$ cat src/verilog/tjad_cfg.svh
// Offsets, reset values, field positions and counts for the alarm detector.
// Assumes an 8-bit register port and a framer that flags each received bit.
`ifndef TJAD_CFG_SVH
`define TJAD_CFG_SVH

`define TJAD_ADDR_STATUS 8'hb9
`define TJAD_ADDR_ENABLE 8'hba
`define TJAD_ADDR_FLAGS 8'hbb
`define TJAD_ADDR_RED_DTH 8'hbc
`define TJAD_ADDR_RED_CTH 8'hbd
`define TJAD_ADDR_YEL_DTH 8'hbe
`define TJAD_ADDR_YEL_CTH 8'hbf
`define TJAD_ADDR_BLUE_DTH 8'hc0
`define TJAD_ADDR_BLUE_CTH 8'hc1
`define TJAD_ADDR_FORMAT 8'hc8

`define TJAD_RST_RED_DTH 8'h3f
`define TJAD_RST_RED_CTH 8'h7f
`define TJAD_RST_YEL_DTH 8'h0a
`define TJAD_RST_YEL_CTH 8'h0a
`define TJAD_RST_BLUE_DTH 8'h3f
`define TJAD_RST_BLUE_CTH 8'h3f

`define TJAD_BIT_BLUE 2
`define TJAD_BIT_YEL 1
`define TJAD_BIT_RED 0

`define TJAD_FMT_T1_SF 3'h0
`define TJAD_FMT_T1_ESF 3'h1
`define TJAD_FMT_T1_DM 3'h2
`define TJAD_FMT_J1_SF 3'h3
`define TJAD_FMT_J1_ESF 3'h4
`define TJAD_FMT_SLC96 3'h5

`define TJAD_WIN_MS 40
`define TJAD_FRAME_US 125
`define TJAD_WIN_FRAMES (`TJAD_WIN_MS * 1000 / `TJAD_FRAME_US)
`define TJAD_RED_CLR_MULT 10'd3

`define TJAD_BLUE_ZEROS 7'd61
`define TJAD_SF_ONES 8'd77
`define TJAD_ESF_PATTERN 16'hff00
`define TJAD_ESF_MATCHES 8'd7
`define TJAD_DM_ONES 8'd4
`define TJAD_J1SF_ZEROS 8'd4
`define TJAD_J1ESF_ZEROS 8'd3

`define TJAD_BIT2_IDX 3'd1
`define TJAD_YBIT_IDX 3'd5
`define TJAD_YBIT_CHAN 5'd24
`define TJAD_J1_FRAME 5'd12

`endif

$ cat src/verilog/tjad_pkg.sv
// Types shared by the alarm detector and its persistence counter.
// Assumes tjad_cfg.svh is on the include path.
package tjad_pkg;

	typedef enum logic {PS_CLEAR, PS_SET} tjad_pst_t;

	// One received bit as the framer flags it
	typedef struct packed {
		logic in_sync;
		logic frame_strobe;
		logic bit_strobe;
		logic bit_val;
		logic is_fbit;
		logic is_dl;
		logic [4:0] frame_no;
		logic [4:0] chan;
		logic [2:0] bit_idx;
	} tjad_rx_t;

	typedef struct packed {
		logic [7:0] addr;
		logic [7:0] wdata;
		logic wr;
		logic rd;
	} tjad_bus_t;

	function automatic logic [7:0] tjad_sat8(input logic [7:0] v);
		tjad_sat8 = (v == 8'hff) ? v : v + 8'h01;
	endfunction : tjad_sat8

endpackage : tjad_pkg
$ cat src/verilog/tjad_alarm_detector.sv
// T1/J1 receive alarm detector: blue, yellow and red alarms for one link.
// Assumes the receive framer on the same clock flags each bit and frame start.
//
// What this block does
// - Blue declared: under 61 zeros, N windows
// - Blue cleared: over 60 zeros, M windows
// - Yellow evaluated only while frame synchronized
// - SF/SLC-96: under 77 bit-2 ones declares
// - SF/SLC-96: over 76 bit-2 ones clears
// - ESF: over 7 FF00 patterns declares
// - ESF: under 8 FF00 patterns clears
// - DM: under 4 Y-bit ones declares
// - DM: over 3 Y-bit ones clears
// - J1 SF: under 4 frame-12 F zeros declares
// - J1 SF: over 3 frame-12 F zeros clears
// - J1 ESF: under 3 DL zeros declares
// - J1 ESF: over 2 DL zeros clears
// - Red declared after N windows without sync
// - Red cleared after M times 120 ms sync
// - Separate 8-bit declare and clear thresholds
// - Change flags set on toggles, write-one clears
// - Interrupt while flag and its enable set
//
// Our own choice: strobed register access.
`timescale 1ns/1ps
`default_nettype none
`include "tjad_cfg.svh"
module tjad_alarm_detector #(
	parameter int WIN_FRAMES = `TJAD_WIN_FRAMES
) (
	input wire logic clock,
	input wire logic rst,
	input wire logic clk_en,
	input wire tjad_pkg::tjad_rx_t rx,
	input wire tjad_pkg::tjad_bus_t bus,
	output logic [7:0] rdata,
	output logic [2:0] alarm_state,
	output logic irq
);
	import tjad_pkg::*;

	typedef struct packed {
		logic [2:0] enable;
		logic [2:0] flags;
		logic [7:0] red_dth;
		logic [7:0] red_cth;
		logic [7:0] yel_dth;
		logic [7:0] yel_cth;
		logic [7:0] blue_dth;
		logic [7:0] blue_cth;
		logic [2:0] fmt;
		logic [8:0] frame_cnt;
		logic [6:0] zero_cnt;
		logic [7:0] yel_cnt;
		logic lost_all;
		logic sync_all;
		logic [15:0] dl_shift;
		logic [2:0] prev_alarm;
		logic [7:0] rdata;
		logic irq;
	} tjad_state_t;

	tjad_state_t s_reg;
	tjad_state_t s_next;

	logic blue_alarm;
	logic yel_alarm;
	logic red_alarm;
	logic win_end;
	logic blue_bad;
	logic blue_good;
	logic yel_bad;
	logic yel_good;
	logic yel_tick;
	logic red_bad;
	logic red_good;
	logic [6:0] zero_now;
	logic [7:0] yel_now;
	logic [15:0] dl_now;
	logic lost_now;
	logic sync_now;
	logic [2:0] status;
	logic [9:0] red_clr_th;

	localparam logic [8:0] WIN_LAST = 9'(WIN_FRAMES - 1);

	function automatic logic [6:0] sat7(input logic [6:0] v);
		sat7 = (v == 7'h7f) ? v : v + 7'h01;
	endfunction : sat7

	assign status = {blue_alarm, yel_alarm, red_alarm};

	// Window boundary and the counts of the closing window
	always_comb begin
		win_end = rx.frame_strobe && (s_reg.frame_cnt == WIN_LAST);
		zero_now = s_reg.zero_cnt;
		yel_now = s_reg.yel_cnt;
		dl_now = s_reg.dl_shift;
		lost_now = s_reg.lost_all && !rx.in_sync;
		sync_now = s_reg.sync_all && rx.in_sync;
		if (rx.bit_strobe && !rx.bit_val) begin
			zero_now = sat7(s_reg.zero_cnt);
		end
		if (rx.bit_strobe && rx.is_dl) begin
			dl_now = {s_reg.dl_shift[14:0], rx.bit_val};
		end
		// Yellow patterns are only gathered in sync
		if (rx.bit_strobe && rx.in_sync) begin
			case (s_reg.fmt)
				`TJAD_FMT_T1_SF, `TJAD_FMT_SLC96: begin
					if (!rx.is_fbit && rx.bit_idx == `TJAD_BIT2_IDX && rx.bit_val) begin
						yel_now = tjad_sat8(s_reg.yel_cnt);
					end
				end
				`TJAD_FMT_T1_ESF: begin
					// Sliding match, first bit ends in the MSB
					if (rx.is_dl && dl_now == `TJAD_ESF_PATTERN) begin
						yel_now = tjad_sat8(s_reg.yel_cnt);
					end
				end
				`TJAD_FMT_T1_DM: begin
					if (!rx.is_fbit && rx.chan == `TJAD_YBIT_CHAN
						&& rx.bit_idx == `TJAD_YBIT_IDX && rx.bit_val) begin
						yel_now = tjad_sat8(s_reg.yel_cnt);
					end
				end
				`TJAD_FMT_J1_SF: begin
					if (rx.is_fbit && rx.frame_no == `TJAD_J1_FRAME && !rx.bit_val) begin
						yel_now = tjad_sat8(s_reg.yel_cnt);
					end
				end
				`TJAD_FMT_J1_ESF: begin
					if (rx.is_dl && !rx.bit_val) begin
						yel_now = tjad_sat8(s_reg.yel_cnt);
					end
				end
				default: yel_now = s_reg.yel_cnt;
			endcase
		end
	end

	// Per-window verdicts
	always_comb begin
		blue_bad = zero_now < `TJAD_BLUE_ZEROS;
		blue_good = zero_now > (`TJAD_BLUE_ZEROS - 7'd1);
		case (s_reg.fmt)
			`TJAD_FMT_T1_ESF: begin
				yel_bad = yel_now > `TJAD_ESF_MATCHES;
				yel_good = yel_now < (`TJAD_ESF_MATCHES + 8'd1);
			end
			`TJAD_FMT_T1_DM: begin
				yel_bad = yel_now < `TJAD_DM_ONES;
				yel_good = yel_now > (`TJAD_DM_ONES - 8'd1);
			end
			`TJAD_FMT_J1_SF: begin
				yel_bad = yel_now < `TJAD_J1SF_ZEROS;
				yel_good = yel_now > (`TJAD_J1SF_ZEROS - 8'd1);
			end
			`TJAD_FMT_J1_ESF: begin
				yel_bad = yel_now < `TJAD_J1ESF_ZEROS;
				yel_good = yel_now > (`TJAD_J1ESF_ZEROS - 8'd1);
			end
			default: begin
				yel_bad = yel_now < `TJAD_SF_ONES;
				yel_good = yel_now > (`TJAD_SF_ONES - 8'd1);
			end
		endcase
		// A window that ends out of sync leaves yellow untouched
		yel_tick = win_end && rx.in_sync;
		red_bad = lost_now;
		red_good = sync_now;
		red_clr_th = 10'(s_reg.red_cth) * `TJAD_RED_CLR_MULT;
	end

	// Registers, window counters, flags and interrupt
	always_comb begin
		s_next = s_reg;
		s_next.rdata = 8'h00;
		s_next.zero_cnt = zero_now;
		s_next.yel_cnt = yel_now;
		s_next.dl_shift = dl_now;
		s_next.lost_all = lost_now;
		s_next.sync_all = sync_now;
		if (rx.frame_strobe) begin
			s_next.frame_cnt = s_reg.frame_cnt + 9'd1;
		end
		if (win_end) begin
			// Fresh counts for the next window
			s_next.frame_cnt = 9'd0;
			s_next.zero_cnt = 7'd0;
			s_next.yel_cnt = 8'd0;
			s_next.lost_all = 1'b1;
			s_next.sync_all = 1'b1;
		end
		if (bus.wr) begin
			case (bus.addr)
				`TJAD_ADDR_ENABLE: s_next.enable = bus.wdata[2:0];
				`TJAD_ADDR_FLAGS: s_next.flags = s_reg.flags & ~bus.wdata[2:0];
				`TJAD_ADDR_RED_DTH: s_next.red_dth = bus.wdata;
				`TJAD_ADDR_RED_CTH: s_next.red_cth = bus.wdata;
				`TJAD_ADDR_YEL_DTH: s_next.yel_dth = bus.wdata;
				`TJAD_ADDR_YEL_CTH: s_next.yel_cth = bus.wdata;
				`TJAD_ADDR_BLUE_DTH: s_next.blue_dth = bus.wdata;
				`TJAD_ADDR_BLUE_CTH: s_next.blue_cth = bus.wdata;
				`TJAD_ADDR_FORMAT: s_next.fmt = bus.wdata[2:0];
				default: s_next.fmt = s_reg.fmt;
			endcase
		end
		// Toggle beats a same-cycle clear, so no change is lost
		s_next.prev_alarm = status;
		s_next.flags = s_next.flags | (status ^ s_reg.prev_alarm);
		s_next.irq = |(s_next.flags & s_next.enable);
		if (bus.rd) begin
			case (bus.addr)
				`TJAD_ADDR_STATUS: s_next.rdata = {5'h00, status};
				`TJAD_ADDR_ENABLE: s_next.rdata = {5'h00, s_reg.enable};
				`TJAD_ADDR_FLAGS: s_next.rdata = {5'h00, s_reg.flags};
				`TJAD_ADDR_RED_DTH: s_next.rdata = s_reg.red_dth;
				`TJAD_ADDR_RED_CTH: s_next.rdata = s_reg.red_cth;
				`TJAD_ADDR_YEL_DTH: s_next.rdata = s_reg.yel_dth;
				`TJAD_ADDR_YEL_CTH: s_next.rdata = s_reg.yel_cth;
				`TJAD_ADDR_BLUE_DTH: s_next.rdata = s_reg.blue_dth;
				`TJAD_ADDR_BLUE_CTH: s_next.rdata = s_reg.blue_cth;
				`TJAD_ADDR_FORMAT: s_next.rdata = {5'h00, s_reg.fmt};
				default: s_next.rdata = 8'h00;
			endcase
		end
	end

	always_ff @(posedge clock or posedge rst) begin
		if (rst) begin
			s_reg <= '0;
			s_reg.enable <= 3'h0;
			s_reg.red_dth <= `TJAD_RST_RED_DTH;
			s_reg.red_cth <= `TJAD_RST_RED_CTH;
			s_reg.yel_dth <= `TJAD_RST_YEL_DTH;
			s_reg.yel_cth <= `TJAD_RST_YEL_CTH;
			s_reg.blue_dth <= `TJAD_RST_BLUE_DTH;
			s_reg.blue_cth <= `TJAD_RST_BLUE_CTH;
			s_reg.fmt <= `TJAD_FMT_T1_SF;
			s_reg.lost_all <= 1'b1;
			s_reg.sync_all <= 1'b1;
		end else if (clk_en) begin
			s_reg <= s_next;
		end
	end

	// Blue alarm
	tjad_persist #(.CW(10)) u_blue (
		.clock(clock),
		.rst(rst),
		.clk_en(clk_en),
		.tick(win_end),
		.bad(blue_bad),
		.good(blue_good),
		.declare_th({2'b00, s_reg.blue_dth}),
		.clear_th({2'b00, s_reg.blue_cth}),
		.alarm(blue_alarm)
	);

	// Yellow alarm
	tjad_persist #(.CW(10)) u_yel (
		.clock(clock),
		.rst(rst),
		.clk_en(clk_en),
		.tick(yel_tick),
		.bad(yel_bad),
		.good(yel_good),
		.declare_th({2'b00, s_reg.yel_dth}),
		.clear_th({2'b00, s_reg.yel_cth}),
		.alarm(yel_alarm)
	);

	// Red alarm; clear counted in 40 ms windows, three per 120 ms
	tjad_persist #(.CW(10)) u_red (
		.clock(clock),
		.rst(rst),
		.clk_en(clk_en),
		.tick(win_end),
		.bad(red_bad),
		.good(red_good),
		.declare_th({2'b00, s_reg.red_dth}),
		.clear_th(red_clr_th),
		.alarm(red_alarm)
	);

	assign rdata = s_reg.rdata;
	assign alarm_state = status;
	assign irq = s_reg.irq;

endmodule : tjad_alarm_detector
`default_nettype wire

$ cat src/verilog/tjad_persist.sv
// Window persistence counter for one alarm.
// Assumes one tick per evaluation window, on the same clock.
`timescale 1ns/1ps
`default_nettype none
`include "tjad_cfg.svh"
module tjad_persist #(
	parameter int CW = 10
) (
	input wire logic clock,
	input wire logic rst,
	input wire logic clk_en,
	input wire logic tick,
	input wire logic bad,
	input wire logic good,
	input wire logic [CW-1:0] declare_th,
	input wire logic [CW-1:0] clear_th,
	output logic alarm
);
	import tjad_pkg::*;

	typedef struct packed {
		tjad_pst_t st;
		logic [CW-1:0] dcnt;
		logic [CW-1:0] ccnt;
	} tjad_pers_t;

	tjad_pers_t s_reg;
	tjad_pers_t s_next;

	always_comb begin
		s_next = s_reg;
		if (tick) begin
			case (s_reg.st)
				PS_CLEAR: begin
					s_next.ccnt = '0;
					// A passing window restarts the run
					s_next.dcnt = bad ? s_reg.dcnt + 1'b1 : '0;
					// Zero threshold acts as one window
					if (bad && (s_reg.dcnt + 1'b1 >= declare_th)) begin
						s_next.st = PS_SET;
						s_next.dcnt = '0;
					end
				end
				PS_SET: begin
					s_next.dcnt = '0;
					s_next.ccnt = good ? s_reg.ccnt + 1'b1 : '0;
					if (good && (s_reg.ccnt + 1'b1 >= clear_th)) begin
						s_next.st = PS_CLEAR;
						s_next.ccnt = '0;
					end
				end
				default: s_next.st = PS_CLEAR;
			endcase
		end
	end

	always_ff @(posedge clock or posedge rst) begin
		if (rst) begin
			s_reg <= '{st: PS_CLEAR, dcnt: '0, ccnt: '0};
		end else if (clk_en) begin
			s_reg <= s_next;
		end
	end

	assign alarm = (s_reg.st == PS_SET);

endmodule : tjad_persist
`default_nettype wire

$ cat config.mk
export PLATFORM = sky130hd
export DESIGN_NAME = tjad_alarm_detector
export DESIGN_NICKNAME = d
export VERILOG_FILES = /design/src/verilog/tjad_pkg.sv /design/src/verilog/tjad_alarm_detector.sv /design/src/verilog/tjad_persist.sv
export VERILOG_INCLUDE_DIRS = /design/src /design/src/verilog
export SDC_FILE = /design/constraint.sdc
export NUM_CORES = 1
export LEC_CHECK = 0
export BUFFER_PORTS_ARGS = -buffer_cell sky130_fd_sc_hd__buf_4
export CORE_MARGIN = 2
export CORE_UTILIZATION = 44
export CTS_CLUSTER_SIZE = 10
export DETAILED_ROUTE_END_ITERATION = 8
export GPL_ROUTABILITY_DRIVEN = 0
export GPL_TIMING_DRIVEN = 0
export MAX_ROUTING_LAYER = met4
export PLACE_DENSITY_LB_ADDON = 0.08
export SYNTH_ARGS = -nofsm -noshare
export SYNTH_HDL_FRONTEND = slang
export SYNTH_SLANG_ARGS = --single-unit
export TNS_END_PERCENT = 5
$ cat constraint.sdc
create_clock -name clock -period 4.8 [get_ports clock]
set_input_delay 0.48 -clock clock [delete_from_list [all_inputs] [get_ports clock]]
set_output_delay 0.48 -clock clock [all_outputs]
set_load 0.01 [all_outputs]
==> impl_metrics.json, run 1 <==
{
  "yosys_warnings": 0,
  "largest_reg_flops": 102,
  "hold_buffers": 0,
  "area_delta_synth_final_pct": 13.3,
  "finalSetupTns_ps": 0,
  "async_flop_share": 1.00,
  "seq_area_mm2": 0.00439,
  "drt_iter0_markers": 770,
  "cts_made_buffers": 17,
  "hold_slack_ps": 219,
  "ioPinCount": 52,
  "leakagePower_nw": 5.86,
  "final_layout_size_suffix_gt1_frac": 0.183,
  "utilization": 0.508,
  "critPathLaunchType": "register",
  "clkSinkCount": 174,
  "dieWidth_um": 161,
  "netlist_instances": 1122,
  "syn_avg_cell_area_um2": 9.71,
  "top_layer": "met4",
  "worst_pin_slew_ps": 1060,
  "crit_path_end_kind": "register",
  "syn-num-nets": 1230,
  "hold_viol_final": 0,
  "drcViolationCount": 0,
  "ant_nets": 0,
  "dp_hpwl_um": 21200,
  "ctsLongestPathBuffers": 2,
  "ys_seq_area_frac": 0.403,
  "totalWireLength_um": 28400,
  "clock_latency_ps": 440,
  "setup_slack_ps": 1020,
  "status": "completed",
  "route.met3.wl_um": 1260,
  "dr_wl_met2_um": 13100,
  "fin_nets": 1300,
  "crit_fanout": 9,
  "diodes": 0,
  "multi_input_area_mm2": 0.00595,
  "dieArea_mm2": 0.0260,
  "wl_per_cell_um": 18.6,
  "place_ws_ps": 885,
  "crit_type": "reg -> reg",
  "num_vias": 8598,
  "cts_tree": "built",
  "cts_setup_buffers": 0,
  "netlist_area_mm2": 0.0109,
  "viasPerCell": 5.62,
  "hp-class": "in -> async",
  "grt_pass1_vias": 8467,
  "power_w": 0.00357,
  "cp.arrival_ps": 4140,
  "min_period_ps": 3780,
  "maxSlewHeadroom": 0.286,
  "nFillCells": 2290,
  "portBuffers": 46,
  "start_util": 0.448,
  "cap_viol_max_count": 0,
  "placementRows": 57,
  "synth.ff_latch_count": 174,
  "layout_common_cells": "143 x dfrtp_1, 117 x nand2_1, 72 x o21ai_0, 67 x ha_1, 62 x inv_1",
  "grt_max_degree": 41,
  "coreArea_mm2": 0.0243,
  "synth_edf_count": 0,
  "timing.fmax_ghz": 0.264,
  "clockRootBuffer": "clkbuf_16",
  "htreeDepth": 4,
  "die_h_um": 161,
  "cts_repair_resize_count": 0,
  "grt_pass1_wl_um": 46200,
  "antenna_found_initial": 0,
  "wirelength_met1_um": 13700,
  "synth_ff_type": "dfrtp_1",
  "drv_slew": 0,
  "worstPathRequired_ps": 5160,
  "rsz0062_at_grt": "no",
  "p_per_area_mw_per_mm2": 289,
  "clock_skew_ps": 11.1,
  "setup_viol": 0,
  "grt_usage": 0.233,
  "synthDistinctLibCells": 88,
  "dr.pass1.iters": 6,
  "clkTransAtPathRegs_ps": 70,
  "grt_overflow_total": 0,
  "irDropWorstVdd_mv": 0.198,
  "timing.final.crit_share": 0.788,
  "final_common_cell": "dfrtp_1"
}
per-stage QoR:
step / cells / area, µm²
floorplan: 1122 / 10900
global placement: 1492 / 11700
detailed placement: 1496 / 11700
CTS: 1528 / 12300
global route: 1529 / 12300
finish: 1529 / 12300
routing by layer:
layer | track usage | up-vias
li1 | - | 4222
met2 | 0.357 | 200
met4 | 0.0560 | 0
met3 | 0.0401 | 23
met1 | 0.323 | 4153
met5 | - | -
power breakdown:
part	leakage (nW)	internal (W)	switching, W
clock	0.287	0.000792	0.000672
sequential	2.22	0.00156	0.0000878
combinational	3.35	0.000200	0.000259
cells in the mapped netlist, drive strengths merged, types with 3 or more instances:
master / n / area, µm²
and4: 4 / 35.0
o211ai: 5 / 37.5
nand2b: 18 / 113
a211o: 3 / 27.5
or2: 4 / 25.0
ha: 67 / 838
clkbuf: 38 / 173
a21o: 42 / 318
xor2: 27 / 236
xnor2: 30 / 263
o31ai: 7 / 57.6
dfstp: 31 / 815
a311o: 3 / 30.0
and2: 10 / 63.8
nor2: 46 / 173
a32o: 14 / 140
nand4: 22 / 138
buf: 19 / 139
a222oi: 5 / 50.1
nor3b: 4 / 30.0
nor2b: 15 / 93.8
inv: 63 / 236
o2bb2ai: 9 / 78.8
and3: 19 / 120
mux2: 54 / 608
o21a: 5 / 45.0
o21ai: 73 / 369
nor3: 27 / 135
nand3b: 3 / 22.5
o2111ai: 3 / 26.3
dfrtp: 143 / 3580
mux4: 6 / 135
a21oi: 40 / 200
a31oi: 16 / 106
mux2i: 12 / 120
a22o: 14 / 123
a221oi: 3 / 26.3
nand3: 44 / 220
nand2: 118 / 445
o22ai: 7 / 43.8
a211oi: 8 / 65.1
nor4: 7 / 58.8
path summary, 6_finish.rpt:
kind | startpoint | end | slack, ps | cells past startpoint
min in group clock | bus[5] | s_reg[100] | 320 | 3
hold reg to reg | s_reg[29] | s_reg[29] | 460 | 2
setup reg to reg | s_reg[45] | u_yel.s_reg[10] | 1020 | 9
max in group asynchronous | rst | s_reg[67] | 3590 | 4
setup / recovery | s_reg[45] | u_yel.s_reg[10] | 1020 | 9
hold / removal | rst | u_yel.s_reg[16] | 220 | 2
area by class of cell:
| class | count | area share |
|---|---|---|
| timing repair buffer | 51 | 0.0349 |
| clock inverter | 14 | 0.0141 |
| clock buffer | 18 | 0.0348 |
| multi-input combinational | 826 | 0.482 |
| inverter | 64 | 0.0198 |
| tap | 324 | 0.0328 |
| buffer | 58 | 0.0261 |
| sequential | 174 | 0.356 |
critical path, stage by stage (launching register included):
cell and delay [ps]:
dfrtp_1 390, ha_1 200, nand3_1 70, or2_2 310, or4_1 620, nor2_1 560
nand2_1 410, nor3_1 790, o211ai_1 170, o21ai_0 180
cell families after synthesis:
logic type | after synthesis | synth area share
buffers and inverters | 122 | 0.0517
adder cells (fa/ha/maj) | 68 | 0.0788
flip-flops | 174 | 0.403
AND/OR/NAND/NOR | 355 | 0.167
AO/OA/AOI/OAI | 274 | 0.175
XOR/XNOR | 57 | 0.0458
multiplexers | 72 | 0.0792
Note: power is estimated with default switching activity, not from simulation.
==> inputs of run 2 (changes only) <==
==> constraint.sdc (replaced) <==
create_clock -name clock -period 3.3 [get_ports clock]
set_input_delay 0.33 -clock clock [delete_from_list [all_inputs] [get_ports clock]]
set_output_delay 0.33 -clock clock [all_outputs]
set_load 0.01 [all_outputs]
==> impl_metrics.json, run 2 (synthesis gave the netlist of run 1 again) <==
{
  "area_delta_synth_final_pct": 15.6,
  "clkTransAtPathRegs_ps": 70,
  "hp-class": "in -> async",
  "violations": "negative setup slack",
  "cp_slowest_cell": "or4b_4",
  "clock_skew_ps": 11.0,
  "r2r_cells": 12,
  "crit_path_max_incr_delay_ps": 560,
  "final_layout_size_suffix_gt1_frac": 0.215,
  "hold_slack_ps": 64.2,
  "crit_chain": "or4b_4, nor4_4, o211a_1, buf_6, nand2_2, mux2i_1, o221a_2, o21ai_0, a31oi_2, o21a_4, buf_8, a32o_1",
  "clock_latency_ps": 440,
  "start_util": 0.448,
  "antenna_found_initial": 0,
  "rrSetupSlack_ps": -30,
  "htreeDepth": 4,
  "coreArea_mm2": 0.0243,
  "portBuffers": 46,
  "rr_endpoint": "u_yel.s_reg[12]",
  "drt_iter0_markers": 608,
  "num_vias": 8667,
  "worstPathRequired_ps": 3630,
  "setup_viol": 6,
  "timing.final.crit_share": 1.01,
  "worst_pin_slew_ps": 1060,
  "grt_usage": 0.233,
  "setup_slack_ps": -34.2,
  "dp_hpwl_um": 21200,
  "status": "complete, but fails checks",
  "drv_slew": 0,
  "seq_area_mm2": 0.00440,
  "clkSinkCount": 174,
  "hold_viol_final": 0,
  "fin_nets": 1310,
  "crit_path_end_kind": "register",
  "timing.fmax_ghz": 0.300,
  "cp.arrival_ps": 3660,
  "nFillCells": 2270,
  "finalSetupTns_ps": -100,
  "worstReg2RegStart": "s_reg[13]",
  "ctsLongestPathBuffers": 2,
  "rsz0062_at_grt": "yes",
  "die_h_um": 161,
  "leakagePower_nw": 5.92,
  "multi_input_area_mm2": 0.00611,
  "dr.pass1.iters": 7,
  "final_common_cell": "dfrtp_1",
  "critPathLaunchType": "register",
  "placementRows": 57,
  "crit_fanout": 10,
  "maxSlewHeadroom": 0.287,
  "p_per_area_mw_per_mm2": 416,
  "cts_tree": "built",
  "grt_pass1_wl_um": 46300,
  "dieWidth_um": 161,
  "dieArea_mm2": 0.0260,
  "min_period_ps": 3330,
  "grt_max_degree": 41,
  "irDropWorstVdd_mv": 0.290,
  "hold_buffers": 0,
  "viasPerCell": 5.63,
  "cts_made_buffers": 17,
  "grt_pass1_vias": 8489,
  "wl_per_cell_um": 18.7,
  "layout_common_cells": "141 x dfrtp_1, 115 x nand2_1, 67 x buf_4, 64 x ha_1, 62 x inv_1",
  "clockRootBuffer": "clkbuf_16",
  "ant_nets": 0,
  "cap_viol_max_count": 0,
  "ioPinCount": 52,
  "grt_overflow_total": 0,
  "crit_type": "reg -> reg",
  "totalWireLength_um": 28800,
  "diodes": 0,
  "drcViolationCount": 0,
  "largest_reg_flops": 102
}
## run 2: cell count changes in the layout (fill, tap and decap cells not counted), sizes merged
cell / change
buf: +10
clkdlybuf4s18: +1
clkdlybuf4s50: -1
## run 2: per-stage QoR
| step | area, µm² | std cells | power [W] | worst slack (ps) | utilization |
|---|---|---|---|---|---|
| after CTS | 12400 | 1528 | 0.00526 | -92.7 | 0.511 |
| after floorplan | 10900 | 1122 | 0.00288 | 52.0 | - |
| after global routing | 12600 | 1539 | 0.00548 | -132 | 0.518 |
| after global placement | 11700 | 1492 | 0.00309 | -621 | 0.479 |
| after detailed placement | 11700 | 1496 | 0.00311 | -615 | 0.482 |
| final | 12600 | 1539 | 0.00524 | -34.2 | 0.518 |
## run 2: worst max path at each step
stage,startpoint,to,slack [ps],depth (start not counted)
4_1_cts,s_reg[12],u_yel.s_reg[12],-90,12
3_5_place_dp,s_reg[45],u_red.s_reg[15],-620,9
2_1_floorplan,s_reg[90],u_red.s_reg[2],50,17
5_1_grt,s_reg[91],u_red.s_reg[2],-130,14
6_report,s_reg[13],u_yel.s_reg[12],-30,12
3_3_place_gp,s_reg[45],u_red.s_reg[17],-620,9
## run 2: per-layer routing
| layer | vias up | part of all wire | track usage |
|---|---|---|---|
| met5 | - | 0 | - |
| met4 | 0 | 0.012 | 0.0560 |
| met3 | 28 | 0.047 | 0.0401 |
| met2 | 187 | 0.47 | 0.358 |
| met1 | 4211 | 0.47 | 0.324 |
| li1 | 4241 | - | - |
## run 2: timing repair
item | 4_1_cts | 5_1_grt
resized for setup | 20 | 37
hold endpoints to repair | 0 | 0
cloned | 0 | 1
setup buffers | 0 | 9
endpoints found under the setup margin | 65 | 49
pin swaps | 5 | 16
## run 2: critical path, delay by kind of cell, from the launching register on
family,cells,cell delay [ps]
DFF,1,400
buffers and inverters,2,280
AOI/OAI and AO/OA,6,1480
muxes,1,140
and+or+nand+nor,3,910
## run 2: where the power goes
| group | switching (W) | internal [W] |
|---|---|---|
| logic | 0.000391 | 0.000306 |
| registers | 0.000129 | 0.00227 |
| clock network | 0.000987 | 0.00115 |
| total | 0.00151 | 0.00373 |
## run 2: layout make-up
| cell class | instances | area share |
|---|---|---|
| sequential | 174 | 0.349 |
| inverter | 64 | 0.0194 |
| timing repair buffer | 61 | 0.0401 |
| clock buffer | 18 | 0.0341 |
| buffer | 58 | 0.0265 |
| clock inverter | 14 | 0.0138 |
| tap | 324 | 0.0322 |
| multi-input combinational | 826 | 0.485 |
==> inputs of run 3 (changes only) <==
--- a/config.mk
+++ b/config.mk
@@ -14,7 +14,6 @@
 export GPL_ROUTABILITY_DRIVEN = 0
 export GPL_TIMING_DRIVEN = 0
 export MAX_ROUTING_LAYER = met4
-export PLACE_DENSITY_LB_ADDON = 0.08
 export SYNTH_ARGS = -nofsm -noshare
 export SYNTH_HDL_FRONTEND = slang
 export SYNTH_SLANG_ARGS = --single-unit
==> impl_metrics.json, run 3 (synthesis gave the netlist of run 1 again) <==
{
  "status": "complete, but fails checks",
  "violations": "negative setup slack",
  "wl_per_cell_um": 18.2,
  "maxSlewHeadroom": 0.0915,
  "cap_viol_max_count": 0,
  "hp-class": "in -> async",
  "timing.fmax_ghz": 0.293,
  "layout_common_cells": "141 x dfrtp_1, 117 x nand2_1, 65 x buf_4, 64 x ha_1, 62 x inv_1",
  "rrSetupSlack_ps": -110,
  "final_common_cell": "dfrtp_1",
  "antenna_found_initial": 0,
  "r2r_cells": 13,
  "finalSetupTns_ps": -954,
  "rr_endpoint": "u_yel.s_reg[6]",
  "p_clk_frac": 0.405,
  "min_period_ps": 3410,
  "diodes": 0,
  "num_vias": 8716,
  "worstReg2RegStart": "s_reg[17]",
  "grt_pass1_wl_um": 45200,
  "ant_nets": 0,
  "clkTransAtPathRegs_ps": 80,
  "hold_buffers": 0,
  "grt_pass1_vias": 8261,
  "drt_iter0_markers": 710,
  "grt_max_degree": 42,
  "drv_slew": 0,
  "setup_viol": 12,
  "cts_tree": "built",
  "leakagePower_nw": 5.93,
  "nFillCells": 2208,
  "die_h_um": 161,
  "final-instance-count-excl-fill": 1538,
  "power_frac_comb": 0.139,
  "cp.arrival_ps": 3730,
  "viasPerCell": 5.67,
  "fin_nets": 1309,
  "p_per_area_mw_per_mm2": 415,
  "switchingPower_w": 0.00150,
  "fin_area_mm2": 0.0127,
  "intPower_w": 0.00376,
  "place_inst": 1496,
  "setup_slack_ps": -108,
  "p_seq_frac": 0.457,
  "placementRows": 57,
  "crit_fanout": 6,
  "worst_pin_slew_ps": 1350,
  "clockRootBuffer": "clkbuf_16",
  "htreeDepth": 4,
  "cts_made_buffers": 17,
  "dieWidth_um": 161,
  "dr.pass1.iters": 8,
  "totalWireLength_um": 28000,
  "grt_usage": 0.226,
  "rsz0062_at_grt": "yes",
  "clock_skew_ps": 11.1,
  "dieArea_mm2": 0.0260,
  "worstPathRequired_ps": 3630,
  "crit_path_end_kind": "register",
  "final_layout_size_suffix_gt1_frac": 0.217,
  "ctsLongestPathBuffers": 2,
  "ioPinCount": 52,
  "clkSinkCount": 174,
  "crit_type": "reg -> reg",
  "hold_viol_final": 0,
  "grt_overflow_total": 0,
  "dp_hpwl_um": 20600,
  "start_util": 0.448,
  "area_delta_synth_final_pct": 16.3,
  "timing.final.crit_share": 1.03,
  "portBuffers": 46,
  "irDropWorstVdd_mv": 0.317,
  "coreArea_mm2": 0.0243,
  "place_area_mm2": 0.0117,
  "swShare": 0.285,
  "drcViolationCount": 0,
  "critPathLaunchType": "register",
  "clock_latency_ps": 440,
  "largest_reg_flops": 102
}
run 3: cell count changes in the layout (fill, tap and decap cells not counted), sizes merged:
cell           delta
clkbuf            -2
clkinv            +5
clkdlybuf4s18     -1
clkinvlp          -2
clkdlybuf4s50     +1
inv               -2
run 3: per-stage QoR:
step	setup WS, ps	hold slack [ps]	util	power, W
2_1_floorplan	52.0	436	-	0.00288
3_3_place_gp	-528	444	0.479	0.00308
3_5_place_dp	-554	446	0.482	0.00310
4_1_cts	-34.1	85.3	0.511	0.00526
5_1_grt	-179	128	0.521	0.00549
6_report	-108	58.1	0.521	0.00526
run 3: power by group through the flow:
stage	Combinational [W]	Clock, W	Sequential, W
global route	0.000804	0.00226	0.00242
global placement	0.000642	0	0.00244
CTS	0.000675	0.00218	0.00240
detailed placement	0.000662	0	0.00244
finish	0.000730	0.00213	0.00240
floorplan	0.000474	0	0.00240
run 3: layout make-up:
type | instances | area, µm² | share of cell area
sequential | 174 | 4400 | 0.347
inverter | 64 | 244 | 0.0192
clock buffer | 17 | 425 | 0.0336
clock inverter | 15 | 200 | 0.0158
tap | 324 | 405 | 0.0320
timing repair buffer | 60 | 519 | 0.0410
multi-input combinational | 826 | 6150 | 0.485
buffer | 58 | 335 | 0.0265
run 3: repair_timing:
item | in CTS | in global routing
cloned | 0 | 2
pin swaps | 5 | 15
setup endpoints to repair | 65 | 43
buffers inserted | 0 | 8
gates resized for setup | 16 | 46
run 3: how the worst max path moves through the flow:
stage	startpoint	end	slack [ps]	cells past startpoint
after detailed placement	s_reg[45]	u_red.s_reg[2]	-550	11
after floorplan	s_reg[90]	u_red.s_reg[2]	50	17
after CTS	s_reg[12]	u_yel.s_reg[12]	-30	12
after global placement	s_reg[45]	u_red.s_reg[2]	-530	11
final	s_reg[17]	u_yel.s_reg[6]	-110	13
after global routing	s_reg[17]	u_yel.s_reg[12]	-180	13
run 3: layer usage:
metal	vias up	track usage	share of wire
met5	-	-	0
met1	4241	0.320	0.48
met3	18	0.0378	0.048
met2	223	0.341	0.46
li1	4234	-	-
met4	0	0.0511	0.011
run 3: critical path, cell delays in order, from the launching register on:
cell and delay [ps]:
dfrtp_1 400, or4b_4 560, nor4_4 320, o211a_1 250, buf_6 140, nand2_4 60
a21o_1 200, a211oi_4 330, a21oi_2 110, a311oi_4 320, buf_6 170, o21a_4 190
clkbuf_16 160, o21ai_1 70
